`src/sttt_pkg.sv`:
```
// Constants and types shared by the system tick and task timer block
// Operation
// Five periodic channels with interrupts and triggers
// Each channel: 32-bit down counter, auto reload
// Four channels on system clock, one crystal
// Wake channel runs in stop, requests restart
// Zero count raises interrupt or trigger optionally
// No pins; outputs are internal signals only
// Task counter 32-bit, 8-bit prescaled system clock
// Four 32-bit compare values against shared counter
// Each compare raises its own interrupt
// Task counter optionally halts in debug mode
// Zero reloads from load value, keeps counting
// Task counter steps per prescale tick, wraps
package sttt_pkg;

	// ------------------------------------------------------------
	// Widths and counts
	// ------------------------------------------------------------
	localparam int unsigned STTT_CHANNELS   = 5;
	localparam int unsigned STTT_WAKE_CHAN  = 4;
	localparam int unsigned STTT_CNT_WIDTH  = 32;
	localparam int unsigned STTT_PRE_WIDTH  = 8;
	localparam int unsigned STTT_COMPARES   = 4;
	localparam int unsigned STTT_SYNC_DEPTH = 2;

	// ------------------------------------------------------------
	// Values after reset and steps of one
	// ------------------------------------------------------------
	localparam logic [31:0] STTT_COUNT_RESET = 32'h00000000;
	localparam logic [31:0] STTT_COUNT_ONE   = 32'h00000001;
	localparam logic [7:0]  STTT_PRE_RESET   = 8'h00;
	localparam logic [7:0]  STTT_PRE_ONE     = 8'h01;

	// Task counter run state
	typedef enum logic [2:0] {
		STTT_TASK_IDLE   = 3'b001,
		STTT_TASK_RUN    = 3'b010,
		STTT_TASK_FROZEN = 3'b100
	} sttt_task_state_type;

endpackage

```
`src/sttt_down_channel.sv`:
```
// One reloading down-counter channel of the periodic tick timer
module sttt_down_channel
	import sttt_pkg::*;
(
	input  wire logic        clk,
	input  wire logic        rst,
	input  wire logic        enable,
	input  wire logic        tick,
	input  wire logic [31:0] load_value,
	input  wire logic        irq_enable,
	input  wire logic        trig_enable,
	input  wire logic        flag_clear,
	output logic [31:0]      count,
	output logic             irq,
	output logic             trig,
	output logic             expire
);

	// ------------------------------------------------------------
	// Counter
	// ------------------------------------------------------------
	logic [31:0] count_reg;
	logic        irq_reg;
	logic        trig_reg;
	logic        expire_reg;
	logic        at_zero;

	assign at_zero = (count_reg == STTT_COUNT_RESET);

	// Down count, automatic reload
	// A disabled channel holds the load value so enabling starts a full period
	always_ff @(posedge clk) begin
		if (rst) begin
			count_reg <= STTT_COUNT_RESET;
		end else if (!enable) begin
			count_reg <= load_value;
		end else if (tick) begin
			// Reload from load value
			if (at_zero) begin
				count_reg <= load_value;
			end else begin
				count_reg <= count_reg - STTT_COUNT_ONE;
			end
		end
	end

	// Zero raises optional trigger
	always_ff @(posedge clk) begin
		if (rst) begin
			trig_reg   <= 1'b0;
			expire_reg <= 1'b0;
		end else begin
			expire_reg <= enable && tick && at_zero;
			trig_reg   <= enable && tick && at_zero && trig_enable;
		end
	end

	// Sticky interrupt flag
	// Set beats clear so an expiry in the clearing cycle is kept
	always_ff @(posedge clk) begin
		if (rst) begin
			irq_reg <= 1'b0;
		end else if (enable && tick && at_zero && irq_enable) begin
			irq_reg <= 1'b1;
		end else if (flag_clear || !irq_enable) begin
			irq_reg <= 1'b0;
		end
	end

	assign count  = count_reg;
	assign irq    = irq_reg;
	assign trig   = trig_reg;
	assign expire = expire_reg;

endmodule

```
`src/sttt_top.sv`:
```
// System tick and task timers: periodic channels and task monitor counter
module sttt_top
	import sttt_pkg::*;
(
	input  wire logic                                  clk,
	input  wire logic                                  rst,
	// Crystal clock, sampled as a plain asynchronous input
	input  wire logic                                  xtal_clk_in,
	input  wire logic                                  stop_mode,
	input  wire logic                                  debug_mode,
	// Periodic tick timer controls
	input  wire logic                                  tick_timer_enable,
	input  wire logic [STTT_CHANNELS-1:0]              chan_enable,
	input  wire logic [STTT_CHANNELS-1:0][31:0]        chan_load,
	input  wire logic [STTT_CHANNELS-1:0]              chan_irq_enable,
	input  wire logic [STTT_CHANNELS-1:0]              chan_trig_enable,
	input  wire logic [STTT_CHANNELS-1:0]              chan_flag_clear,
	output logic      [STTT_CHANNELS-1:0][31:0]        chan_count,
	output logic      [STTT_CHANNELS-1:0]              chan_irq,
	output logic      [STTT_CHANNELS-1:0]              converter_queue_trig,
	output logic                                       wakeup_request,
	// Task monitor timer controls
	input  wire logic                                  task_enable,
	input  wire logic                                  task_freeze_in_debug,
	input  wire logic [7:0]                            task_prescale,
	input  wire logic [STTT_COMPARES-1:0]              cmp_enable,
	input  wire logic [STTT_COMPARES-1:0][31:0]        cmp_value,
	input  wire logic [STTT_COMPARES-1:0]              cmp_flag_clear,
	output logic      [STTT_COMPARES-1:0]              cmp_irq,
	output logic      [31:0]                           task_count,
	output logic      [2:0]                            task_state
);

	// ------------------------------------------------------------
	// Crystal clock synchroniser and edge detect
	// ------------------------------------------------------------
	logic xtal_meta_reg;
	logic xtal_sync_reg;
	logic xtal_prev_reg;
	logic xtal_tick;

	// Two flops before any logic reads the crystal level
	always_ff @(posedge clk) begin
		if (rst) begin
			xtal_meta_reg <= 1'b0;
			xtal_sync_reg <= 1'b0;
		end else begin
			xtal_meta_reg <= xtal_clk_in;
			xtal_sync_reg <= xtal_meta_reg;
		end
	end

	// Edge detect looks only at the second stage
	always_ff @(posedge clk) begin
		if (rst) begin
			xtal_prev_reg <= 1'b0;
		end else begin
			xtal_prev_reg <= xtal_sync_reg;
		end
	end

	// Crystal must run below half the system rate to be seen
	assign xtal_tick = xtal_sync_reg && !xtal_prev_reg;

	// ------------------------------------------------------------
	// Periodic tick timer channels
	// ------------------------------------------------------------
	logic [STTT_CHANNELS-1:0] chan_tick;
	logic [STTT_CHANNELS-1:0] chan_run;
	logic [STTT_CHANNELS-1:0] chan_expire;

	// Clock source per channel
	// Wake channel ignores stop mode
	// System channels halt in stop, since the system clock is gated then
	always_comb begin
		for (int i = 0; i < STTT_CHANNELS; i++) begin
			if (i == STTT_WAKE_CHAN) begin
				chan_tick[i] = xtal_tick;
			end else begin
				chan_tick[i] = !stop_mode;
			end
			chan_run[i] = tick_timer_enable && chan_enable[i];
		end
	end

	// Five independent channels
	// Outputs stay internal signals
	for (genvar g = 0; g < STTT_CHANNELS; g++) begin : g_chan
		sttt_down_channel u_chan (
			.clk         (clk),
			.rst         (rst),
			.enable      (chan_run[g]),
			.tick        (chan_tick[g]),
			.load_value  (chan_load[g]),
			.irq_enable  (chan_irq_enable[g]),
			.trig_enable (chan_trig_enable[g]),
			.flag_clear  (chan_flag_clear[g]),
			.count       (chan_count[g]),
			.irq         (chan_irq[g]),
			.trig        (converter_queue_trig[g]),
			.expire      (chan_expire[g])
		);
	end

	// ------------------------------------------------------------
	// Wake-up request
	// ------------------------------------------------------------
	logic wake_reg;

	// Request clock restart
	// Held until the system leaves stop; an expiry outside stop does not set it
	always_ff @(posedge clk) begin
		if (rst) begin
			wake_reg <= 1'b0;
		end else if (chan_expire[STTT_WAKE_CHAN] && stop_mode) begin
			wake_reg <= 1'b1;
		end else if (!stop_mode) begin
			wake_reg <= 1'b0;
		end
	end

	assign wakeup_request = wake_reg;

	// ------------------------------------------------------------
	// Task monitor run state
	// ------------------------------------------------------------
	sttt_task_state_type state_reg;
	sttt_task_state_type state_next;
	logic                frozen;

	assign frozen = task_freeze_in_debug && debug_mode;

	// Debug freeze selection
	always_comb begin
		state_next = state_reg;
		unique case (state_reg)
			STTT_TASK_IDLE: begin
				if (task_enable) begin
					state_next = frozen ? STTT_TASK_FROZEN : STTT_TASK_RUN;
				end
			end
			STTT_TASK_RUN: begin
				if (!task_enable) begin
					state_next = STTT_TASK_IDLE;
				end else if (frozen) begin
					state_next = STTT_TASK_FROZEN;
				end
			end
			STTT_TASK_FROZEN: begin
				if (!task_enable) begin
					state_next = STTT_TASK_IDLE;
				end else if (!frozen) begin
					state_next = STTT_TASK_RUN;
				end
			end
			default: begin
				state_next = STTT_TASK_IDLE;
			end
		endcase
	end

	always_ff @(posedge clk) begin
		if (rst) begin
			state_reg <= STTT_TASK_IDLE;
		end else begin
			state_reg <= state_next;
		end
	end

	assign task_state = state_reg;

	// ------------------------------------------------------------
	// Task monitor prescaler and counter
	// ------------------------------------------------------------
	logic [7:0]  pre_reg;
	logic [31:0] task_reg;
	logic        pre_done;
	logic        task_step;

	assign pre_done  = (pre_reg >= task_prescale);
	assign task_step = (state_reg == STTT_TASK_RUN) && pre_done;

	// Eight-bit prescaler, divide by value plus one
	// Compare with >= so a lowered prescale cannot strand the count
	always_ff @(posedge clk) begin
		if (rst) begin
			pre_reg <= STTT_PRE_RESET;
		end else if (state_reg != STTT_TASK_RUN) begin
			pre_reg <= pre_reg;
		end else if (pre_done) begin
			pre_reg <= STTT_PRE_RESET;
		end else begin
			pre_reg <= pre_reg + STTT_PRE_ONE;
		end
	end

	// Step and wrap
	// The counter is kept across disable; only reset clears it
	always_ff @(posedge clk) begin
		if (rst) begin
			task_reg <= STTT_COUNT_RESET;
		end else if (task_step) begin
			task_reg <= task_reg + STTT_COUNT_ONE;
		end
	end

	assign task_count = task_reg;

	// ------------------------------------------------------------
	// Compare channels
	// ------------------------------------------------------------
	logic [STTT_COMPARES-1:0] cmp_reg;

	// Four compares on shared counter
	// Interrupt when counter passes value
	// Fires on the step that carries the count past the value; set beats clear
	always_ff @(posedge clk) begin
		if (rst) begin
			cmp_reg <= '0;
		end else begin
			for (int i = 0; i < STTT_COMPARES; i++) begin
				if (cmp_enable[i] && task_step && (task_reg == cmp_value[i])) begin
					cmp_reg[i] <= 1'b1;
				end else if (cmp_flag_clear[i] || !cmp_enable[i]) begin
					cmp_reg[i] <= 1'b0;
				end
			end
		end
	end

	assign cmp_irq = cmp_reg;

endmodule

```
`config.mk`:
```
export PLATFORM = sky130hd
export DESIGN_NAME = sttt_top
export DESIGN_NICKNAME = d
export VERILOG_FILES = /design/src/sttt_pkg.sv /design/src/sttt_down_channel.sv /design/src/sttt_top.sv
export SDC_FILE = /design/constraint.sdc
export NUM_CORES = 1
export LEC_CHECK = 0
export BUFFER_PORTS_ARGS = -buffer_cell sky130_fd_sc_hd__buf_2
export CORE_AREA = 8 8 202 204
export CTS_BUF_LIST = sky130_fd_sc_hd__clkbuf_2 sky130_fd_sc_hd__clkbuf_4 sky130_fd_sc_hd__clkbuf_8
export DETAILED_ROUTE_END_ITERATION = 10
export DIE_AREA = 0 0 210 212
export HOLD_SLACK_MARGIN = 0.03
export PLACE_DENSITY_LB_ADDON = 0.08
export SETUP_SLACK_MARGIN = 0.15
export SLEW_MARGIN = 0
export SYNTH_ARGS = -nofsm -noshare
export SYNTH_HDL_FRONTEND = slang
export SYNTH_SLANG_ARGS = --single-unit
export TNS_END_PERCENT = 1
```
`constraint.sdc`:
```
create_clock -name clk -period 6.6 [get_ports clk]
set_input_delay 0.66 -clock clk [delete_from_list [all_inputs] [get_ports clk]]
set_output_delay 0.66 -clock clk [all_outputs]
set_load 0.01 [all_outputs]
```
Word level (Yosys, flattened, before mapping). Index checks and enable logic that the tools add are counted.

Bits in registers: 222. Input bits: 332. Logic and storage cells: 167.

$add $sub $neg: 7. $lt $le $gt $ge: 1. Eq/ne operators: 17. Multiplexer cells: 43. Reductions and logical operators: 72.

Operators by type and width (count): $mux W32 (15); $logic_not A32 Y1 (5); $sub A32 B1 Y32 const B (5); $eq A32 B32 Y1 (4); $logic_and A1 B1 Y1 (37); $add A32 B1 Y32 const B (1); $mux W1 (20); $mux W3 (6); $reduce_bool A2 Y1 (9); $ne A2 B2 Y1 const B (6); $logic_not A1 Y1 (11); $logic_or A1 B1 Y1 (9); $pmux W3 S3 (1); $add A8 B1 Y8 const B (1); $ge A8 B8 Y1 (1); $mux W8 (1); $ne A3 B3 Y1 const B (2); $eq A3 B1 Y1 const B (1); $eq A3 B2 Y1 const B (1); $eq A3 B3 Y1 const B (1); $ne A3 B2 Y1 const B (1); $reduce_and A3 Y1 (1); $ne A2 B1 Y1 const B (1).

Longest topological paths before layout. Gate-level depths: netlist (run 1).

Depth after elaboration: 6. Mapped depth: 10.

By module. A second synthesis (run 1) with hierarchy kept.

Cells, all modules: 1945. Area, all modules: 15640.0 µm².

Modules (own cells, without submodules): sttt_down_channel (g_chan[0].u_chan ...) (instances 4, cells each 279, area an instance 2213.4 µm², sequential area each 700.7 µm²); sttt_top (instances 1, cells each 536, area an instance 4431.8 µm², sequential area each 1021.0 µm²); sttt_down_channel (g_chan[4].u_chan) (instances 1, cells each 293, area an instance 2354.8 µm², sequential area each 700.7 µm²).

Worst setup path after synthesis (run 1). No wires, ideal clock.

Kind: flip-flop to flip-flop. Start: reg g_chan[4].u_chan.count_reg[24]. End: reg g_chan[4].u_chan.count_reg[13]. Library setup time: 0.130 ns. Arrival time: 2.612 ns. Data required time: 6.470 ns. Setup slack: 3.858 ns. Cell stages (with the launch flop): 9. Path buffers: 3. Period minus slack after synthesis: 2.742 ns. Path through: dfxtp_1 > buf_6 > or4_4 > buf_6 > or4_1 > buf_2 > or4_4 > o211ai_1 > o22ai_1.

Word-level cells in the longest chain between the ends: 4.

RTL lines: from (decl) (RTL line sttt_down_channel.sv:22) `logic [31:0] count_reg;`; from (signal assigned) (RTL line sttt_down_channel.sv:36) `count_reg <= load_value;`; from (signal assigned) (RTL line sttt_down_channel.sv:40) `count_reg <= load_value;`; from (signal assigned) (RTL line sttt_down_channel.sv:42) `count_reg <= count_reg - STTT_COUNT_ONE;`; $logic_not A32 Y1 (RTL line sttt_down_channel.sv:28) `assign at_zero = (count_reg == STTT_COUNT_RESET);`; $mux W32 (RTL line sttt_down_channel.sv:39) `if (at_zero) begin`; $mux W32 (RTL line sttt_down_channel.sv:37) `end else if (tick) begin`; $mux W32 (RTL line sttt_down_channel.sv:35) `end else if (!enable) begin`.

Every way passes these cells. The select of a mux whose other input is x is not followed. A chain may end at the register's enable or synchronous reset.

Final worst setup path (run 1).
Start: reg g_chan[0].u_chan.count_reg[8]. End: reg g_chan[0].u_chan.count_reg[18].

Word-level cells in the longest chain between the ends: 4. Elaborated cells between the ends (all ways): 5. Classes of those cells: add/sub (1); mux (3); reduce/logical (1).

RTL lines (RTL line): from (decl) (sttt_down_channel.sv:22); from (signal assigned) (sttt_down_channel.sv:36); from (signal assigned) (sttt_down_channel.sv:40); from (signal assigned) (sttt_down_channel.sv:42); $sub A32 B1 Y32 or $logic_not A32 Y1 (tied branches) (sttt_down_channel.sv:42, sttt_down_channel.sv:28); $mux W32 (*) (sttt_down_channel.sv:39); $mux W32 (*) (sttt_down_channel.sv:37); $mux W32 (*) (sttt_down_channel.sv:35).

Every way passes the cells marked *; elsewhere a longest branch is shown, timed or not. The select of a mux whose other input is x is not followed.

==> results of run 1 <==
==> cell usage in the layout (no fill, tap or decap), types with 38 or more instances in the layout <==
cell type  synthesis  routed
or3_1             38      38
buf_2              7     539
nand2_1          158     158
o21ai_0           86      86
clkbuf_8           0      57
nand4_1           62      62
a21oi_1          135     134
dfxtp_1          222     222
nand3_1           96      96
nor4_1            71      70
xnor2_1          136     136
nor2_1           169     169
nor3_1           111     111
==> worst max path at each step <==
stage          cells past startpoint                               startpoint                                 endpoint
6_report                           6   g_chan[0].u_chan.count[8]$_SDFFE_PP0P_  g_chan[0].u_chan.count[18]$_SDFFE_PP0P_
5_1_grt                            6   g_chan[0].u_chan.count[8]$_SDFFE_PP0P_  g_chan[0].u_chan.count[18]$_SDFFE_PP0P_
4_1_cts                            6   g_chan[0].u_chan.count[8]$_SDFFE_PP0P_  g_chan[0].u_chan.count[11]$_SDFFE_PP0P_
3_5_place_dp                       6   g_chan[0].u_chan.count[8]$_SDFFE_PP0P_  g_chan[0].u_chan.count[11]$_SDFFE_PP0P_
3_3_place_gp                       6   g_chan[0].u_chan.count[8]$_SDFFE_PP0P_  g_chan[0].u_chan.count[11]$_SDFFE_PP0P_
2_1_floorplan                      8  g_chan[4].u_chan.count[24]$_SDFFE_PP0P_  g_chan[4].u_chan.count[13]$_SDFFE_PP0P_
==> area by class of cell <==
class / count / area [um2]
antenna: 8 / 20.02
clock buffer: 72 / 897.1
clock inverter: 6 / 35.03
fill: 3870 / 19450
inverter: 35 / 131.4
multi-input combinational: 1534 / 9462
sequential: 222 / 4444
tap: 518 / 648.1
timing repair buffer: 558 / 2840
==> worst register-to-register path, delay by kind of cell, from the launching register on <==
| kind | cells | cell delay [ns] |
|---|---|---|
| AND/OR/NAND/NOR | 5 | 2.11 |
| flip-flops | 1 | 0.38 |
| AO/OA/AOI/OAI | 1 | 1.03 |
==> routing by layer <==
metal | GRT usage [%] | share of wire [%] | up-vias
met5 | 0 | 0.095 | -
met2 | 51.46 | 48 | 887
met1 | 36.73 | 40 | 8381
met4 | 10.98 | 3.3 | 10
li1 | - | - | 8181
met3 | 7.606 | 8.6 | 153
==> cells by family after synthesis <==
group | share of synthesized area [%]
compound gates | 21.81
xor+xnor | 9.735
fa+ha+maj | 1.717
buf+inv | 4.902
flops | 30.49
mux | 1.159
simple gates | 30.18
==> per-stage QoR <==
stage | power [mW] | cells | utilization (%)
detailed placement | 2.351 | 2867 | 46.21
finish | 3.853 | 2953 | 48.72
global placement | 2.348 | 2867 | 46.21
global route | 4.028 | 2948 | 48.69
CTS | 3.873 | 2945 | 48.67
floorplan | 1.973 | 1928 | -
==> power breakdown <==
part           switching, mW  total (mW)  internal, mW
clock network          0.661        1.52         0.855
logic                  0.501       0.812         0.311
registers              0.111        1.53          1.42
total                   1.27        3.85          2.58
==> flow_metrics.env, run 1 <==
export IMPL_synthFlopType="dfxtp_1"
export IMPL_ir_worst_vdd_mv=0.1506
export IMPL_start_util_pct=38.43
export IMPL_slowest_stage="o31ai_4"
export IMPL_grt_max_degree=61
export IMPL_r2r_cells=6
export IMPL_fp_dieH_um=212
export IMPL_yosysSeqAreaShare_pct=30.49
export IMPL_gr_total_overflow=0
export IMPL_crit_buf_inv=0
export IMPL_final_layout_size_suffix_gt1_share_pct=27.81
export IMPL_wirelength_um=70880
export IMPL_maxCapViolations=0
export IMPL_final_antenna_net_count=0
export IMPL_htree_num_levels=2
export IMPL_cpPeakStageDelay_ns=1.02
export IMPL_setup_viol=0
export IMPL_final_hold_viol_count=0
export IMPL_routedWlPerCell_um=24.00
export IMPL_pre_cts_slack_ns=3.050
export IMPL_netlist_area_um2=14580
export IMPL_critPathKind="reg -> reg"
export IMPL_synth_edf_count=0
export IMPL_whs_path_depth=2
export IMPL_synth_common_cells="dfxtp_1, nor2_1, nand2_1"
export IMPL_yosysUniqueCellTypes=78
export IMPL_yosysTopAreaCellShare_pct=30.49
export IMPL_tightestPinTransition_ns=1.185
export IMPL_yosysMostFrequentCell="dfxtp_1"
export IMPL_io_buffers=541
export IMPL_holdCritStartpoint="chan_trig_enable[4]"
export IMPL_clock_latency_ns=0.62
export IMPL_rrSetupSlack_ns=3.02
export IMPL_rr_endpoint="g_chan[0].u_chan.count[18]$_SDFFE_PP0P_"
export IMPL_period_share_pct=54.28
export IMPL_relSlewSlack_pct=20.99
export IMPL_crit_path_cell_trace="nor4_1 > nand3_1 > o31ai_4 > nor2_1 > and3_1 > nor3_1"
export IMPL_arrival_ns=4.12
export IMPL_clk_path_buf_depth=3
export IMPL_synth_seq_cells=222
export IMPL_gp_congestion=0.9626
export IMPL_r2r_start="g_chan[0].u_chan.count[8]$_SDFFE_PP0P_"
export IMPL_crit_path_start_kind="flip-flop"
export IMPL_grt_pass1_vias=16990
export IMPL_drv_slew=0
export IMPL_post_cts_setup_buffer_count=0
export IMPL_largest_register_ffs=160
export IMPL_outcome="finished, final reports clean"
export IMPL_die_area_um2=44520
export IMPL_yosysWarnings=0
export IMPL_dpl_cell_area_um2=17530
export IMPL_powerDensity_nw_per_um2=208.5
export IMPL_nets=2747
export IMPL_drt_iter0_markers=1369
export IMPL_hp_class="in -> reg"
export IMPL_cts_tree="built"
export IMPL_critical_path_endpoint_type="flip-flop"
export IMPL_avgSynthCellArea_um2=7.560
export IMPL_fp_coreArea_um2=37930
export IMPL_synthArstFlopShare_pct=0
export IMPL_grt_pass1_wl_um=105800
export IMPL_clockRootBuffer="clkbuf_8"
export IMPL_grt_usage_pct=30.26
export IMPL_hpwl_um=54440
export IMPL_cts_hold_fix_buffers=0
export IMPL_rsz0062_at_grt="false"
export IMPL_die_w_um=210
export IMPL_clock_skew_ns=0.04296
export IMPL_finalInstanceArea_um2=18480
export IMPL_synth_nets=2280
export IMPL_drtPass1Iterations=5
export IMPL_critical_path_max_fanout=25
export IMPL_yosys_top_cells_area="dfxtp_1, xnor2_1, a21oi_1"
export IMPL_synthCells=1928
export IMPL_drc=0
export IMPL_required_ns=7.14
export IMPL_synth_top_area_cell="dfxtp_1"
export IMPL_fin_tns_setup_ns=0
export IMPL_setup_ws_ns=3.017
export IMPL_areaGrowthSynthToFinish_pct=26.77
export IMPL_hold_end="g_chan[4].u_chan.trig$_SDFF_PP0_"
export IMPL_via_count=17610
export IMPL_path_clk_slew_ns=0.06
export IMPL_clock_fmax_ghz=0.2791
export IMPL_cpLargestDelayFamily="simple AND/OR/NAND/NOR gates"
export IMPL_viasPerCell=5.964
export IMPL_cts_sinks=222
export IMPL_total_leakage_power_nw=7.490
export IMPL_antenna_found_initial=16
export IMPL_cts_buffers=44
export IMPL_cts_resized=0
export IMPL_period_minus_slack_ns=3.583
export IMPL_pin_count=542
export IMPL_hold_ws_ns=0.2392
export IMPL_num_rows=72
(Power assumes the default switching activity.)
==> inputs of run 2 (changes only) <==
--- a/config.mk
+++ b/config.mk
@@ -6,10 +6,10 @@
 export NUM_CORES = 1
 export LEC_CHECK = 0
 export BUFFER_PORTS_ARGS = -buffer_cell sky130_fd_sc_hd__buf_2
-export CORE_AREA = 8 8 202 204
+export CORE_AREA = 8 8 204 206
 export CTS_BUF_LIST = sky130_fd_sc_hd__clkbuf_2 sky130_fd_sc_hd__clkbuf_4 sky130_fd_sc_hd__clkbuf_8
 export DETAILED_ROUTE_END_ITERATION = 10
-export DIE_AREA = 0 0 210 212
+export DIE_AREA = 0 0 212 214
 export HOLD_SLACK_MARGIN = 0.03
 export PLACE_DENSITY_LB_ADDON = 0.08
 export SETUP_SLACK_MARGIN = 0.15
==> constraint.sdc (replaced) <==
create_clock -name clk -period 3.5 [get_ports clk]
set_input_delay 0.35 -clock clk [delete_from_list [all_inputs] [get_ports clk]]
set_output_delay 0.35 -clock clk [all_outputs]
set_load 0.01 [all_outputs]
==> run 2 against run 1 <==
Against the previous run:
- register-to-register slack worse by 2.7 ns
- via count up 4.6%
- setup slack worse by 2.7 ns
- combinational power up 110%
- total power up 97%
- critical path type unchanged
- core utilization up 4.2 points
==> flow_metrics.env, run 2 (synthesis gave the netlist of run 1 again) <==
export IMPL_clockRootBuffer="clkbuf_8"
export IMPL_io_buffers=541
export IMPL_tightestPinTransition_ns=0.9664
export IMPL_drc=0
export IMPL_rsz0062_at_grt="false"
export IMPL_clock_skew_ns=0.04241
export IMPL_wl_met2_um=36540
export IMPL_setup_viol=0
export IMPL_grt_max_degree=54
export IMPL_htree_num_levels=2
export IMPL_arrival_ns=3.73
export IMPL_cts_sinks=222
export IMPL_n_fill_cell=3836
export IMPL_cts_buffers=44
export IMPL_num_rows=72
export IMPL_routedWlPerCell_um=23.84
export IMPL_areaGrowthSynthToFinish_pct=39.11
export IMPL_clk_path_buf_depth=3
export IMPL_gp_congestion=0.9625
export IMPL_period_minus_slack_ns=3.161
export IMPL_final_hold_viol_count=0
export IMPL_final_antenna_net_count=0
export IMPL_via_count=18420
export IMPL_drt_iter0_markers=1430
export IMPL_gr_total_overflow=0
export IMPL_met1Wirelength_um=29220
export IMPL_pin_count=542
export IMPL_drv_slew=0
export IMPL_viasPerCell=5.866
export IMPL_cts_tree="built"
export IMPL_die_area_um2=45370
export IMPL_post_cts_setup_buffer_count=0
export IMPL_final_common_cell="buf_2"
export IMPL_relSlewSlack_pct=35.27
export IMPL_grt_pass1_vias=18020
export IMPL_critPathKind="reg -> reg"
export IMPL_wirelength_um=74860
export IMPL_fp_dieH_um=214
export IMPL_clock_fmax_ghz=0.3164
export IMPL_dpl_cell_area_um2=17980
export IMPL_setup_ws_ns=0.3391
export IMPL_critical_path_max_fanout=10
export IMPL_pre_cts_slack_ns=0.4288
export IMPL_path_clk_slew_ns=0.06
export IMPL_final_cell_mix="buf_2, dfxtp_1, nor2_1, nand2_1, xnor2_1"
export IMPL_drtPass1Iterations=6
export IMPL_start_util_pct=38.07
export IMPL_grt_pass1_wl_um=112200
export IMPL_period_share_pct=90.31
export IMPL_fp_coreArea_um2=38290
export IMPL_utilization_pct=52.96
export IMPL_die_w_um=212
export IMPL_hold_ws_ns=0.05847
export IMPL_critical_path_endpoint_type="flip-flop"
export IMPL_required_ns=4.07
export IMPL_maxCapViolations=0
export IMPL_grt_usage_pct=31.52
export IMPL_antenna_found_initial=14
export IMPL_ir_worst_vdd_mv=0.2502
export IMPL_outcome="finished, final reports clean"
export IMPL_finalInstanceArea_um2=20280
export IMPL_fin_tns_setup_ns=0
export IMPL_crit_path_start_kind="flip-flop"
export IMPL_final_layout_size_suffix_gt1_share_pct=28.12
export IMPL_top_layer_used="met5"
export IMPL_largest_register_ffs=160
export IMPL_hpwl_um=57770
export IMPL_hp_class="in -> reg"
export IMPL_dr_wl_met3_um=6395
export IMPL_clock_latency_ns=0.63
export IMPL_total_leakage_power_nw=8.372
export IMPL_powerDensity_nw_per_um2=374.6
export IMPL_nets=2935
## run 2: changes by cell type in the layout (fill, tap and decap cells not counted)
cell,before,now
buf_12,0,1
inv_6,0,1
diode_2,8,5
bufinv_16,0,1
clkbuf_4,15,18
buf_4,19,77
clkinv_2,4,1
dlygate4sd3_1,0,129
clkinvlp_4,2,0
clkbuf_8,57,59
## run 2: layout make-up
class | count | area, um2 | share of cell area (%)
inverters | 35 | 131.4 | 0.6479
clock buffers | 77 | 947.2 | 4.671
flip-flops and latches | 222 | 4444 | 21.92
well taps | 518 | 648.1 | 3.197
repair buffers | 746 | 4587 | 22.62
diodes | 5 | 12.51 | 0.06171
multi-input cells | 1534 | 9462 | 46.66
clock inverters | 3 | 43.79 | 0.2160
## run 2: where the power goes
part | internal, mW | total (mW) | switching [mW]
clock | 1.76 | 3.01 | 1.25
combinational | 0.715 | 1.71 | 0.992
sequential | 2.67 | 2.87 | 0.205
total | 5.15 | 7.60 | 2.45
## run 2: path summary, 6_finish.rpt
kind | from | to | slack, ns | cells past startpoint
hold reg to reg | xtal_meta_reg$_SDFF_PP0_ | xtal_sync_reg$_SDFF_PP0_ | 0.46 | 1
setup / recovery | g_chan[4].u_chan.count[24]$_SDFFE_PP0P_ | g_chan[4].u_chan.irq$_SDFFE_PP0P_ | 0.34 | 6
setup reg to reg | g_chan[4].u_chan.count[24]$_SDFFE_PP0P_ | g_chan[4].u_chan.irq$_SDFFE_PP0P_ | 0.34 | 6
hold / removal | chan_load[36] | g_chan[1].u_chan.count[4]$_SDFFE_PP0P_ | 0.06 | 3
## run 2: critical path, stage by stage (launching register included)
cell and delay, ns:
dfxtp_1 0.41, or4_4 0.62, or4_1 0.57, or4_4 0.62, nor2_1 0.17, o211a_1 0.18, dlygate4sd3_1 0.54
## run 2: routing by layer
| layer | up-vias | global-route usage (%) |
|---|---|---|
| li1 | 8554 | - |
| met1 | 8705 | 37.37 |
| met2 | 990 | 54.62 |
| met3 | 162 | 7.176 |
| met4 | 8 | 11.58 |
| met5 | - | 0 |
## run 2: stage by stage
| stage | instances | power, mW |
|---|---|---|
| after global routing | 3139 | 7.934 |
| after floorplan | 1928 | 3.720 |
| final | 3140 | 7.595 |
| after global placement | 2926 | 4.487 |
| after detailed placement | 2926 | 4.493 |
| after CTS | 3135 | 7.635 |
## run 2: repair_timing
action                                 4_1_cts  5_1_grt
hold buffers                               129        0
endpoints found under the hold margin      124        0
resized for setup                            0        0
